<file path="config.mk">
export PLATFORM = sky130hd
export DESIGN_NAME = wdrt_watchdog
export DESIGN_NICKNAME = d
export VERILOG_FILES = /design/src/design/wdrt_pkg.sv /design/src/design/wdrt_prescaler.sv /design/src/design/wdrt_tick_gen.sv /design/src/design/wdrt_watchdog.sv
export SDC_FILE = /design/constraint.sdc
export NUM_CORES = 1
export LEC_CHECK = 0
export ABC_AREA = 1
export BUFFER_PORTS_ARGS = -buffer_cell sky130_fd_sc_hd__buf_2
export CAP_MARGIN = 20
export CELL_PAD_IN_SITES_DETAIL_PLACEMENT = 0
export CELL_PAD_IN_SITES_GLOBAL_PLACEMENT = 1
export CORE_MARGIN = 2
export CORE_UTILIZATION = 32
export DETAILED_ROUTE_END_ITERATION = 6
export PLACE_DENSITY = 0.78
export SYNTH_ARGS = -nofsm -noshare
export SYNTH_HDL_FRONTEND = slang
export SYNTH_SLANG_ARGS = --single-unit
</file>
<file path="constraint.sdc">
create_clock -name ref_clk -period 4.4 [get_ports ref_clk]
set_input_delay 1.1 -clock ref_clk [delete_from_list [all_inputs] [get_ports ref_clk]]
set_output_delay 1.1 -clock ref_clk [all_outputs]
set_load 0.03 [all_outputs]
</file>
<file path="src/design/wdrt_pkg.sv">
/*
  constants, field layout and carrier types shared by the watchdog
  reset timer and its two helper modules.
  assumes a single 200 MHz clock domain and a 16-bit register port.
*/
// ============================================================
// package
package wdrt_pkg;

  // ============================================================
  // clock and time base
  localparam int unsigned REF_CLK_HZ = 200_000_000;
  localparam int unsigned SRC_CLK_HZ = 5_000_000;
  // tick rate of 39062.5 Hz, kept doubled to stay integral
  localparam int unsigned TICK_HZ_X2 = 78_125;
  localparam int unsigned SRC_DIV = REF_CLK_HZ / SRC_CLK_HZ;
  localparam int unsigned TICK_DIV = (2 * SRC_CLK_HZ) / TICK_HZ_X2;
  localparam int unsigned TICK_CYCLES = SRC_DIV * TICK_DIV;
  // shortest and longest overflow periods, in microseconds
  localparam int unsigned MIN_TIMEOUT_US = 6_550;
  localparam int unsigned MAX_TIMEOUT_US = 419_430;
  // length of the reset pulse driven out
  localparam int unsigned CLK_PERIOD_NS = 5;
  localparam int unsigned RST_PULSE_NS = 40;
  localparam int unsigned RST_PULSE_CYCLES =
    (RST_PULSE_NS + CLK_PERIOD_NS - 1) / CLK_PERIOD_NS;

  // ============================================================
  // widths
  localparam int unsigned ADDR_W = 16;
  localparam int unsigned DATA_W = 16;
  localparam int unsigned REG_W = 8;
  localparam int unsigned CNT_W = 8;
  localparam int unsigned PS_W = 3;
  localparam int unsigned PRE_W = 6;
  localparam int unsigned TICK_W = 16;
  localparam int unsigned HOLD_W = 4;

  // ============================================================
  // register map inside the frame at 7020h
  localparam logic [ADDR_W-1:0] ADDR_COUNTER = 16'h7023;
  localparam logic [ADDR_W-1:0] ADDR_KEY = 16'h7025;
  localparam logic [ADDR_W-1:0] ADDR_CONTROL = 16'h7029;

  // ============================================================
  // control register fields
  localparam int unsigned PS_LSB = 0;
  localparam int unsigned CHK_LSB = 3;
  localparam logic [2:0] CHK_PATTERN = 3'h5;
  localparam logic [PS_W-1:0] PS_RESET = 3'h0;
  localparam logic [CNT_W-1:0] CNT_RESET = 8'h00;
  localparam logic [CNT_W-1:0] CNT_LAST = 8'hFF;
  localparam logic [REG_W-1:0] SERVICE_KEY_DEFAULT = 8'h5A;

  // ============================================================
  // carriers
  typedef struct packed {
    logic [ADDR_W-1:0] addr;
    logic [DATA_W-1:0] wdata;
    logic wr;
    logic rd;
  } wdrt_bus_req_t;

  typedef struct packed {
    logic overflow;
    logic badKey;
    logic badCheck;
  } wdrt_cause_t;

  typedef enum logic [1:0] {
    ST_RUN = 2'b00,
    ST_FIRE = 2'b01,
    ST_HOLD = 2'b11
  } wdrt_state_t;

endpackage

</file>
<file path="src/design/wdrt_prescaler.sv">
/*
  power-of-two prescaler on the watchdog tick: passes one tick out of
  1, 2, 4 ... 64 according to a mask.
  assumes tick is a one-cycle pulse from the same clock.
*/
`timescale 1ns/1ps
`default_nettype none
// ============================================================
// prescaler
module wdrt_prescaler
  import wdrt_pkg::*;
(
  // clock and reset
  input wire logic ref_clk,
  input wire logic rst_n,
  // control
  input wire logic clear,
  input wire logic tick,
  input wire logic [PRE_W-1:0] mask,
  // divided tick, combinational toward the counter
  output logic divTick
);

  logic [PRE_W-1:0] phase_reg;
  logic [PRE_W-1:0] phase_next;

  // a divided tick is due when all masked phase bits are ones
  assign divTick = tick && ((phase_reg & mask) == mask) && !clear;
  assign phase_next = clear ? '0 : (tick ? phase_reg + 1'b1 : phase_reg);

  always_ff @(posedge ref_clk or negedge rst_n) begin
    if (!rst_n) begin
      phase_reg <= '0;
    end else begin
      phase_reg <= phase_next;
    end
  end

endmodule
`default_nettype wire

</file>
<file path="src/design/wdrt_tick_gen.sv">
/*
  free-running divider that turns the 200 MHz clock into one-cycle
  pulses at the watchdog tick rate.
  assumes the parent supplies the period in clock cycles.
*/
`timescale 1ns/1ps
`default_nettype none
// ============================================================
// tick generator
module wdrt_tick_gen
  import wdrt_pkg::*;
#(
  parameter int unsigned TickCycles = TICK_CYCLES
) (
  // clock and reset
  input wire logic ref_clk,
  input wire logic rst_n,
  // tick out
  output logic tick
);

  localparam logic [TICK_W-1:0] TickLast = TICK_W'(TickCycles - 1);

  logic [TICK_W-1:0] count_reg;
  logic [TICK_W-1:0] count_next;
  wire atEnd = (count_reg == TickLast);

  assign count_next = atEnd ? '0 : count_reg + 1'b1;

  always_ff @(posedge ref_clk or negedge rst_n) begin
    if (!rst_n) begin
      count_reg <= '0;
      tick <= 1'b0;
    end else begin
      count_reg <= count_next;
      tick <= atEnd;
    end
  end

endmodule
`default_nettype wire

</file>
<file path="src/design/wdrt_watchdog.sv">
/*
  watchdog reset timer: 8-bit counter on a divided low-rate tick,
  service key register, checked control register, reset pulse out.
  assumes the register port runs on ref_clk and that sysReset is fed
  back into the chip reset, which in turn drives rst_n.
  the pulse out is only a request: the pulse itself clears just the
  counter, the prescaler phase and the prescale field, so resetCause survives it.
  writes that arrive while the pulse runs are dropped without a sign.
*/
// The strobed register port and the register addresses were left to the implementer.
// What this block does
// - overflow of the unserviced counter asserts a system reset
// - runs on its own tick, always enabled, needs no setup
// - any reset returns the prescaler to the shortest period
// - counting starts as soon as reset is released
// - correct key clears the counter; a wrong key resets
// - control writes need 101 in bits 5..3 or reset follows
// - prescale 00x,010..111 divides by 1,2,4,8,16,32,64
// - seven periods from about 6.55 ms to 419.43 ms
// - tick of 39.0625 kHz derived from a 5 MHz base
// - 8-bit registers in low byte; high byte reads zero
// - three registers in the frame starting at 7020h
`timescale 1ns/1ps
`default_nettype none
// ============================================================
// top
module wdrt_watchdog
  import wdrt_pkg::*;
#(
  // cycles of ref_clk per watchdog tick; shorten for simulation
  parameter int unsigned TickCycles = TICK_CYCLES,
  parameter logic [REG_W-1:0] ServiceKey = SERVICE_KEY_DEFAULT
) (
  // clock and reset
  input wire logic ref_clk,
  input wire logic rst_n,
  // register port
  input wire wdrt_bus_req_t busReq,
  output logic [DATA_W-1:0] rdData,
  // reset request and its cause
  output logic sysReset,
  output wdrt_cause_t resetCause
);

  // ============================================================
  // functions

  // divider mask for the prescale field; 00x both divide by one
  function automatic logic [PRE_W-1:0] presc_mask(
    input logic [PS_W-1:0] ps
  );
    logic [PRE_W-1:0] m;
    m = '0;
    case (ps)
      3'h0: m = 6'h00;
      3'h1: m = 6'h00;
      3'h2: m = 6'h01;
      3'h3: m = 6'h03;
      3'h4: m = 6'h07;
      3'h5: m = 6'h0F;
      3'h6: m = 6'h1F;
      3'h7: m = 6'h3F;
      default: m = 6'h00;
    endcase
    return m;
  endfunction

  // zero-extend an 8-bit register into the 16-bit read word
  function automatic logic [DATA_W-1:0] low_byte(
    input logic [REG_W-1:0] v
  );
    return {{(DATA_W-REG_W){1'b0}}, v};
  endfunction

  // full address compare; a partial decode would alias the whole frame
  function automatic logic addr_match(
    input logic [ADDR_W-1:0] a,
    input logic [ADDR_W-1:0] target
  );
    return (a == target);
  endfunction

  // ============================================================
  // state

  wdrt_state_t state_reg;
  wdrt_state_t state_next;
  logic [CNT_W-1:0] count_reg;
  logic [CNT_W-1:0] count_next;
  logic [PS_W-1:0] presc_reg;
  logic [PS_W-1:0] presc_next;
  logic [HOLD_W-1:0] hold_reg;
  logic [HOLD_W-1:0] hold_next;
  logic [DATA_W-1:0] rdData_reg;
  logic [DATA_W-1:0] rdData_next;
  logic sysReset_reg;
  logic sysReset_next;
  wdrt_cause_t cause_reg;
  wdrt_cause_t cause_next;

  localparam logic [HOLD_W-1:0] HoldLast =
    HOLD_W'(RST_PULSE_CYCLES - 1);

  // ============================================================
  // bus decode

  wire running = (state_reg == ST_RUN);
  wire [REG_W-1:0] wrByte = busReq.wdata[REG_W-1:0];
  wire hitCounter = addr_match(busReq.addr, ADDR_COUNTER);
  wire hitKey = addr_match(busReq.addr, ADDR_KEY);
  wire hitControl = addr_match(busReq.addr, ADDR_CONTROL);
  // the register block takes writes only while the timer runs; reads are answered in every state
  wire wrKey = busReq.wr && hitKey && running;
  wire wrControl = busReq.wr && hitControl && running;

  // the upper byte of a write never reaches any register
  wire keyGood = (wrByte == ServiceKey);
  wire [2:0] chkBits = wrByte[CHK_LSB+2:CHK_LSB];
  wire chkGood = (chkBits == CHK_PATTERN);

  // a good key clears, a wrong one fires
  wire serviceHit = wrKey && keyGood;
  wire keyFault = wrKey && !keyGood;
  // control writes must carry the check pattern
  wire checkFault = wrControl && !chkGood;
  wire controlLoad = wrControl && chkGood;

  // ============================================================
  // time base

  logic tick;
  logic divTick;
  wire [PRE_W-1:0] mask = presc_mask(presc_reg);
  // a service restarts the prescaler too, so a full period follows
  wire prescClear = serviceHit || !running;

  // 200 MHz down to the 39.0625 kHz tick via the 5 MHz base
  wdrt_tick_gen #(
    .TickCycles(TickCycles)
  ) u_tick (
    .ref_clk(ref_clk),
    .rst_n(rst_n),
    .tick(tick)
  );

  wdrt_prescaler u_presc (
    .ref_clk(ref_clk),
    .rst_n(rst_n),
    .clear(prescClear),
    .tick(tick),
    .mask(mask),
    .divTick(divTick)
  );

  // ============================================================
  // counter and overflow

  // 256 divided ticks from clear to overflow
  wire overflow = running && divTick &&
    (count_reg == CNT_LAST);

  // one pulse per incident: faults during fire or hold are not taken
  wire anyFault = overflow || keyFault || checkFault;

  always_comb begin
    count_next = count_reg;
    if (!running || serviceHit) begin
      count_next = CNT_RESET;
    end else if (divTick) begin
      // no enable exists: the counter always advances
      count_next = count_reg + 1'b1;
    end
  end

  always_comb begin
    presc_next = presc_reg;
    if (state_reg == ST_HOLD) begin
      // a watchdog reset also restores the shortest period
      presc_next = PS_RESET;
    end else if (controlLoad) begin
      presc_next = wrByte[PS_LSB+PS_W-1:PS_LSB];
    end
  end

  // ============================================================
  // reset sequencer

  // state walk: fire for one cycle, then hold the pulse
  always_comb begin
    state_next = state_reg;
    case (state_reg)
      ST_RUN: begin
        if (anyFault) begin
          state_next = ST_FIRE;
        end
      end
      ST_FIRE: begin
        state_next = ST_HOLD;
      end
      ST_HOLD: begin
        if (hold_reg == HoldLast) begin
          state_next = ST_RUN;
        end
      end
      default: begin
        state_next = ST_RUN;
      end
    endcase
  end

  // pulse length counter, restarted on entry to the hold state
  always_comb begin
    hold_next = hold_reg;
    case (state_reg)
      ST_FIRE: begin
        hold_next = '0;
      end
      ST_HOLD: begin
        if (hold_reg != HoldLast) begin
          hold_next = hold_reg + 1'b1;
        end
      end
      default: begin
        hold_next = hold_reg;
      end
    endcase
  end

  // the pulse rises on leaving fire and falls after the last hold cycle
  always_comb begin
    sysReset_next = 1'b0;
    case (state_reg)
      ST_FIRE: begin
        sysReset_next = 1'b1;
      end
      ST_HOLD: begin
        sysReset_next = (hold_reg != HoldLast);
      end
      default: begin
        sysReset_next = 1'b0;
      end
    endcase
  end

  // the reason stays until the next fault so a handler can tell why
  always_comb begin
    cause_next = cause_reg;
    if (anyFault) begin
      cause_next.overflow = overflow;
      cause_next.badKey = keyFault;
      cause_next.badCheck = checkFault;
    end
  end

  // ============================================================
  // read path

  // control reads back the prescale field; check bits read zero
  wire [REG_W-1:0] controlView = {{(REG_W-PS_W){1'b0}}, presc_reg};
  wire [DATA_W-1:0] counterWord = low_byte(count_reg);
  wire [DATA_W-1:0] controlWord = low_byte(controlView);
  // key reads zero, as do unmapped addresses
  wire [DATA_W-1:0] readMux =
    hitCounter ? counterWord :
    hitControl ? controlWord :
    '0;

  // data stands for exactly the cycle after the strobe
  assign rdData_next = busReq.rd ? readMux : '0;

  // ============================================================
  // registers

  // rst_n is the only asynchronous clear of every register
  // counting begins on the first edge after rst_n rises
  always_ff @(posedge ref_clk or negedge rst_n) begin
    if (!rst_n) begin
      count_reg <= CNT_RESET;
    end else begin
      count_reg <= count_next;
    end
  end

  always_ff @(posedge ref_clk or negedge rst_n) begin
    if (!rst_n) begin
      presc_reg <= PS_RESET;
    end else begin
      presc_reg <= presc_next;
    end
  end

  always_ff @(posedge ref_clk or negedge rst_n) begin
    if (!rst_n) begin
      state_reg <= ST_RUN;
    end else begin
      state_reg <= state_next;
    end
  end

  always_ff @(posedge ref_clk or negedge rst_n) begin
    if (!rst_n) begin
      hold_reg <= '0;
    end else begin
      hold_reg <= hold_next;
    end
  end

  always_ff @(posedge ref_clk or negedge rst_n) begin
    if (!rst_n) begin
      sysReset_reg <= 1'b0;
    end else begin
      sysReset_reg <= sysReset_next;
    end
  end

  always_ff @(posedge ref_clk or negedge rst_n) begin
    if (!rst_n) begin
      cause_reg <= '0;
    end else begin
      cause_reg <= cause_next;
    end
  end

  always_ff @(posedge ref_clk or negedge rst_n) begin
    if (!rst_n) begin
      rdData_reg <= '0;
    end else begin
      rdData_reg <= rdData_next;
    end
  end

  // ============================================================
  // outputs

  assign rdData = rdData_reg;
  assign sysReset = sysReset_reg;
  assign resetCause = cause_reg;

endmodule
`default_nettype wire

</file>
==> flow_metrics.py, run 1 <==
metrics = {
    "yosys": {
        "yosys_register_bits": 52,
        "synth_top_family_by_area": "simple AND/OR/NAND/NOR gates",
        "yosysSeqAreaShare_pct": 49.1,
        "distinct_cell_type_count_after_synthesis": 26,
        "yosys.area_share.adder_pct": 1.89,
        "synth_simple_gate_area_share_pct": 28.6,
        "synth_warnings": 0,
        "synth.area.mux_share_pct": 0,
        "synth-xor-area-share_pct": 5.29,
        "netlist_area_um2": 2650,
        "syn_inst": 315,
        "synth_area_per_cell_um2": 8.41,
        "synth_compound_gate_area_share_pct": 6.09,
    },
    "sta": {
        "drv_slew": 0,
        "final.setup_skew_ps": 9.48,
        "timing.fmax_ghz": 0.483,
        "period_needed_ps": 2070,
        "timing_hold_violations_final": 0,
        "min_period_over_period_pct": 47.0,
        "setup_viol": 0,
        "rsz0062_at_grt": "false",
        "fin_tns_setup_ps": 0,
    },
    "floorplan": {
        "design.core.area_um2": 8130,
        "die_height_um": 95,
        "floorplan.die_area_um2": 9030,
        "pin_count": 56,
        "dieWidth_um": 95,
        "initial_core_utilization_pct": 32.6,
        "num_rows": 33,
    },
    "placement": {
        "port-buffer-count": 39,
        "gp_congestion": 0.784,
        "detailedPlacementHpwl_mm": 3.82,
    },
    "worst_setup_path": {
        "setup.worst_path.start_class": "input port",
        "worst_setup_path_startpoint": "busReq[27]",
        "cp_data_arrival_time_ps": 2260,
        "cp_data_required_time_ps": 4590,
        "largest_fanout_on_the_critical_path": 8,
        "worst_path_most_repeated_cell": "sky130_fd_sc_hd__nand3_1",
        "ff2ff_setup_slack_ps": 2660,
        "critical_path.cell_chain": "buf_2, nor2_1, nand3_1, nor2_2, nand3_1, nand2_2, inv_2, nand2_1, o21ai_0",
        "worstRegToRegCells": 8,
        "worst_r2r_startpoint": "count_reg[0]",
        "setup.worst_path.end_class": "register",
        "crit_path_top_delay_cell": "sky130_fd_sc_hd__nor2_2",
        "cp-endpoint": "count_reg[0]",
        "class_of_the_most_critical_setup_path": "in -> reg",
        "slowest_delay_ps": 230,
        "reg2reg_to": "resetCause[0]",
    },
    "finish": {
        "layout_cell_share_with_drive_strength_beyond_1_pct": 19.3,
        "antenna_cells_inserted": 0,
        "most_used_cells_in_the_layout_excluding_fill_and_tap_cells": "52 x sky130_fd_sc_hd__dfrtp_1, 51 x sky130_fd_sc_hd__nand2_1, 47 x sky130_fd_sc_hd__nor2_1",
        "largest_reg_flops": 16,
        "layout-area-overhead-vs-synth_pct": 14.7,
        "mostFrequentLayoutCell": "sky130_fd_sc_hd__dfrtp_1",
        "nNetsFinal": 401,
        "final.fill_count": 825,
    },
    "clock_network": {
        "cts_made_buffers": 5,
        "maximum_root_to_sink_buffer_count": 2,
        "clock-sinks": 52,
        "worst_setup_hold_path_clk_slew_ps": 100,
        "post_cts_hold_buffer_count": 0,
        "tritoncts_clock_tree": "done",
        "worst_skew_pair.late_latency_ps": 310,
        "post_cts_resized": 0,
        "clock_tree.root_cell": "sky130_fd_sc_hd__clkbuf_8",
        "cts_setup_buffers": 0,
        "clock_tree.htree_level_count": 2,
    },
    "routing": {
        "via_count": 2076,
        "antenna_left": 0,
        "wl_mm": 5.00,
        "drt_drc_violations_left": 0,
        "routed_wire_length_per_instance_um": 10.7,
        "drt-initial-drc-count": 71,
        "viasPerCell": 4.45,
        "detailedRoute.firstPassIterationCount": 4,
    },
    "global_routing": {
        "grt_antenna_before_repair": 0,
        "grt_first_pass_wirelength_mm": 8.66,
        "grt_pass1_vias": 1970,
        "gr-usage-all-layers_pct": 12.1,
        "grt.overflow.total": 0,
        "grt_start_max_net_pins": 34,
    },
    "worst_hold_path": {
        "worstHoldPathCells": 2,
        "min_path_type": "reg -> reg",
    },
    "pwr": {
        "worst_ir_drop_vdd_v": 0.000105,
        "power_uw": 799,
        "p_leak_uw": 0.00148,
        "pwr_density_nw_per_um2": 263,
    },
    "outcome": {
        "outcome": "finished, final reports clean",
    },
    "run": {
        "max_cap_viol_count": 0,
    },
}
==> layer usage <==
layer  up-vias  track usage (%)  wire [µm]
met5         -                0          0
met4         0             4.71         87
met3         7             1.92        182
met2        38             20.1       2310
met1       963             15.7       2420
li1       1068                -          -
==> cell usage after synthesis <==
cell type	n	area share (%)
sky130_fd_sc_hd__inv_2	1	0.14
sky130_fd_sc_hd__conb_1	1	0.14
sky130_fd_sc_hd__nand4_1	8	1.9
sky130_fd_sc_hd__nand3_1	19	3.6
sky130_fd_sc_hd__o21a_1	2	0.57
sky130_fd_sc_hd__nor3_2	2	0.76
sky130_fd_sc_hd__a21oi_1	12	2.3
sky130_fd_sc_hd__nor3b_1	1	0.28
sky130_fd_sc_hd__o21ai_1	3	0.57
sky130_fd_sc_hd__nand3_2	4	1.5
sky130_fd_sc_hd__buf_4	8	2.3
sky130_fd_sc_hd__nand2_1	51	7.2
sky130_fd_sc_hd__o31ai_1	1	0.28
sky130_fd_sc_hd__nor2_4	6	2.5
sky130_fd_sc_hd__a22o_1	1	0.33
sky130_fd_sc_hd__nand2_2	4	0.94
sky130_fd_sc_hd__nor2_1	47	6.7
sky130_fd_sc_hd__nand3b_1	1	0.28
sky130_fd_sc_hd__dfrtp_1	52	49
sky130_fd_sc_hd__inv_1	46	6.5
sky130_fd_sc_hd__ha_1	4	1.9
sky130_fd_sc_hd__xnor2_1	4	1.3
sky130_fd_sc_hd__nor2_2	5	1.2
sky130_fd_sc_hd__nor3_1	9	1.7
sky130_fd_sc_hd__o21ai_0	11	2.1
sky130_fd_sc_hd__xor2_1	12	4.0
==> how the worst min path moves through the flow <==
stage                             start             endpoint  slack (ps)
CTS                       resetCause[2]        resetCause[2]         490
global route              resetCause[2]        resetCause[2]         510
floorplan           u_tick.count_reg[0]  u_tick.count_reg[0]         450
global placement          resetCause[2]        resetCause[2]         450
detailed placement        resetCause[2]        resetCause[2]         460
finish                    resetCause[2]        resetCause[2]         480
==> layout make-up <==
type | instances | area (µm²) | area share, %
timing repair buffer | 40 | 203 | 6.67
clock buffer | 5 | 68.8 | 2.26
tap | 105 | 131 | 4.32
multi-input combinational | 215 | 1140 | 37.4
clock inverter | 3 | 21.3 | 0.700
sequential | 52 | 1300 | 42.8
inverter | 47 | 176 | 5.80
==> metrics by stage <==
step	instances	setup slack, ps	cell area (µm²)	utilization, %	hold slack (ps)
floorplan	322	2360	2680	-	453
global placement	459	2030	2950	36.3	453
detailed placement	459	1990	2950	36.3	463
CTS	467	2330	3040	37.4	487
global route	467	2140	3040	37.4	515
finish	467	2330	3040	37.4	480
==> power by group <==
group          internal, µW  total, µW  leakage (µW)  switching [µW]
Clock                   113        278     0.0000445             165
Sequential              478        479      0.000697           0.561
Combinational          13.1       42.2      0.000738            29.1
Total                   604        799       0.00148             195
==> worst max-delay path, delay by kind of cell <==
family,cells,cell delay [ps]
simple gates,6,870
buf+inv,2,200
compound gates,1,90
==> kinds of logic (layout without fill, tap and decap cells) <==
group                      Yosys count  count (layout)
adders and majority gates            4               4
other                                1               8
DFF                                 52              52
and+or+nand+nor                    157             157
AOI/OAI and AO/OA                   30              30
xor gates and xnor gates            16              16
buffers and inverters               55              95
No activity file was read; power rests on OpenSTA's default activity.
==> run 2, diff against run 1 <==
Settings changed: PLACE_DENSITY 0.78 to 0.8.
Clock period 4.4 ns to 1.75 ns, I/O delays scaled along.
==> run 2 against run 1 <==
Compared with the run above: total power rose to 2.8 times the previous value; critical path depth fell by 2; worst hold slack got worse by 430 ps; first-iteration DRC count rose by 66%; clock power rose to 3.2 times the previous value; clock-buffer cell count rose by 2; sequential share of layout area fell by 1.0 points; core utilization rose by 0.91 points.
==> flow_metrics.py, run 2 (synthesis gave the netlist of run 1 again) <==
metrics = {
    "worst_setup_path": {
        "worst_r2r_startpoint": "u_tick.count_reg[0]",
        "cp_data_arrival_time_ps": 1770,
        "cp-endpoint": "u_tick.count_reg[12]",
        "setup.worst_path.start_class": "register",
        "critical_path_cell_count": 7,
        "worstRegToRegCells": 7,
        "cp_data_required_time_ps": 1950,
        "worstPathBufferInverterCount": 0,
        "slowest_delay_ps": 400,
        "ff2ff_setup_slack_ps": 180,
        "setup.worst_path.end_class": "register",
        "reg2reg_to": "u_tick.count_reg[12]",
        "crit_path_top_delay_cell": "sky130_fd_sc_hd__dfrtp_1",
        "critical_path.cell_chain": "ha_1, nand2_1, nor2_2, nand3_2, nor2_4, a21oi_1, o21a_1",
        "largest_fanout_on_the_critical_path": 7,
        "class_of_the_most_critical_setup_path": "reg -> reg",
        "worst_setup_path_startpoint": "u_tick.count_reg[0]",
        "timing.critical_path.max_delay_family": "simple AND/OR/NAND/NOR gates",
    },
    "pwr": {
        "worst_ir_drop_vdd_v": 0.000305,
        "pwr_density_nw_per_um2": 708,
        "power_uw": 2200,
        "share_comb_of_total_power_pct": 5.0,
        "seq_power_share_pct": 54.6,
        "p_leak_uw": 0.00152,
        "p_sw_share_pct": 20.9,
        "netSwitchingPower_uw": 462,
        "clockPowerShare_pct": 40.4,
        "internal_power_uw": 1740,
    },
    "clock_network": {
        "post_cts_hold_buffer_count": 0,
        "clock-sinks": 52,
        "post_cts_resized": 0,
        "tritoncts_clock_tree": "done",
        "worst_setup_hold_path_clk_slew_ps": 90,
        "worst_skew_pair.late_latency_ps": 300,
        "maximum_root_to_sink_buffer_count": 2,
        "clock_tree.root_cell": "sky130_fd_sc_hd__clkbuf_8",
        "cts_made_buffers": 5,
        "clock_tree.htree_level_count": 2,
        "cts_setup_buffers": 0,
    },
    "sta": {
        "final.setup_skew_ps": 6.23,
        "rsz0062_at_grt": "false",
        "timing.fmax_ghz": 0.635,
        "slack_of_the_critical_path_ps": 176,
        "setup_viol": 0,
        "min_period_over_period_pct": 90.0,
        "period_needed_ps": 1570,
        "drv_slew": 0,
        "fin_tns_setup_ps": 0,
        "timing_hold_violations_final": 0,
    },
    "finish": {
        "nNetsFinal": 403,
        "largest_reg_flops": 16,
        "antenna_cells_inserted": 0,
        "mostFrequentLayoutCell": "sky130_fd_sc_hd__dfrtp_1",
        "final_core_util_pct": 38.3,
        "layout-area-overhead-vs-synth_pct": 17.5,
        "layout.cells.non_filler": 469,
        "most_used_cells_in_the_layout_excluding_fill_and_tap_cells": "52 x sky130_fd_sc_hd__dfrtp_1, 51 x sky130_fd_sc_hd__nand2_1, 47 x sky130_fd_sc_hd__nor2_1",
        "layout_cell_share_with_drive_strength_beyond_1_pct": 20.3,
    },
    "placement": {
        "dp.cells": 461,
        "detailedPlacementHpwl_mm": 3.91,
        "port-buffer-count": 39,
        "dp_worst_setup_slack_ps": 25.9,
        "gp_congestion": 0.810,
    },
    "routing": {
        "antenna_left": 0,
        "viasPerCell": 4.38,
        "drt_drc_violations_left": 0,
        "routed_wire_length_per_instance_um": 10.8,
        "drt-initial-drc-count": 118,
        "wl_mm": 5.06,
        "via_count": 2052,
        "detailedRoute.firstPassIterationCount": 4,
    },
    "floorplan": {
        "initial_core_utilization_pct": 32.6,
        "die_height_um": 95,
        "pin_count": 56,
        "dieWidth_um": 95,
        "num_rows": 33,
        "design.core.area_um2": 8130,
        "floorplan.die_area_um2": 9030,
    },
    "outcome": {
        "outcome": "finished, final reports clean",
    },
    "run": {
        "max_cap_viol_count": 0,
    },
    "global_routing": {
        "grt_pass1_vias": 1998,
        "gr-usage-all-layers_pct": 12.6,
        "grt_first_pass_wirelength_mm": 8.94,
        "grt.overflow.total": 0,
        "grt_antenna_before_repair": 0,
        "grt_start_max_net_pins": 37,
    },
    "worst_hold_path": {
        "min_path_type": "in -> async",
    },
}
[run 2: area by class of cell]
| type | count | area, µm² |
|---|---|---|
| Inverter | 47 | 176 |
| Clock inverter | 1 | 30.0 |
| Clock buffer | 7 | 96.3 |
| Fill cell | 836 | 5020 |
| Sequential cell | 52 | 1300 |
| Timing Repair Buffer | 42 | 230 |
| Multi-Input combinational cell | 215 | 1150 |
| Tap cell | 105 | 131 |
[run 2: metrics by stage]
step | cell area [µm²] | hold WS (ps)
floorplan | 2680 | 142
global placement | 2980 | 393
detailed placement | 2980 | 399
CTS | 3100 | 64.0
global route | 3110 | 81.4
finish | 3110 | 55.3
[run 2: power by group through the flow]
stage	Clock [µW]	Sequential (µW)	Combinational [µW]
floorplan	0	1230	59.7
global placement	0	1230	111
detailed placement	0	1230	113
CTS	924	1200	114
global route	962	1200	127
finish	891	1200	111
[run 2: metal layers]
metal | share of wire (%) | global-route usage (%) | up-vias
met5 | 0 | 0 | -
met3 | 2.5 | 2.15 | 7
met4 | 1.9 | 4.59 | 0
met1 | 48 | 17.0 | 932
li1 | - | - | 1076
met2 | 47 | 20.5 | 37
[run 2: how the worst min path moves through the flow]
stage               startpoint              endpoint  slack [ps]  cells past startpoint
CTS                      rst_n   u_tick.count_reg[7]          60                      1
detailed placement       rst_n  u_tick.count_reg[14]         400                      1
global route             rst_n   u_tick.count_reg[1]          80                      1
global placement         rst_n  u_tick.count_reg[14]         390                      1
finish                   rst_n   u_tick.count_reg[7]          60                      1
floorplan                rst_n          count_reg[0]         140                      0
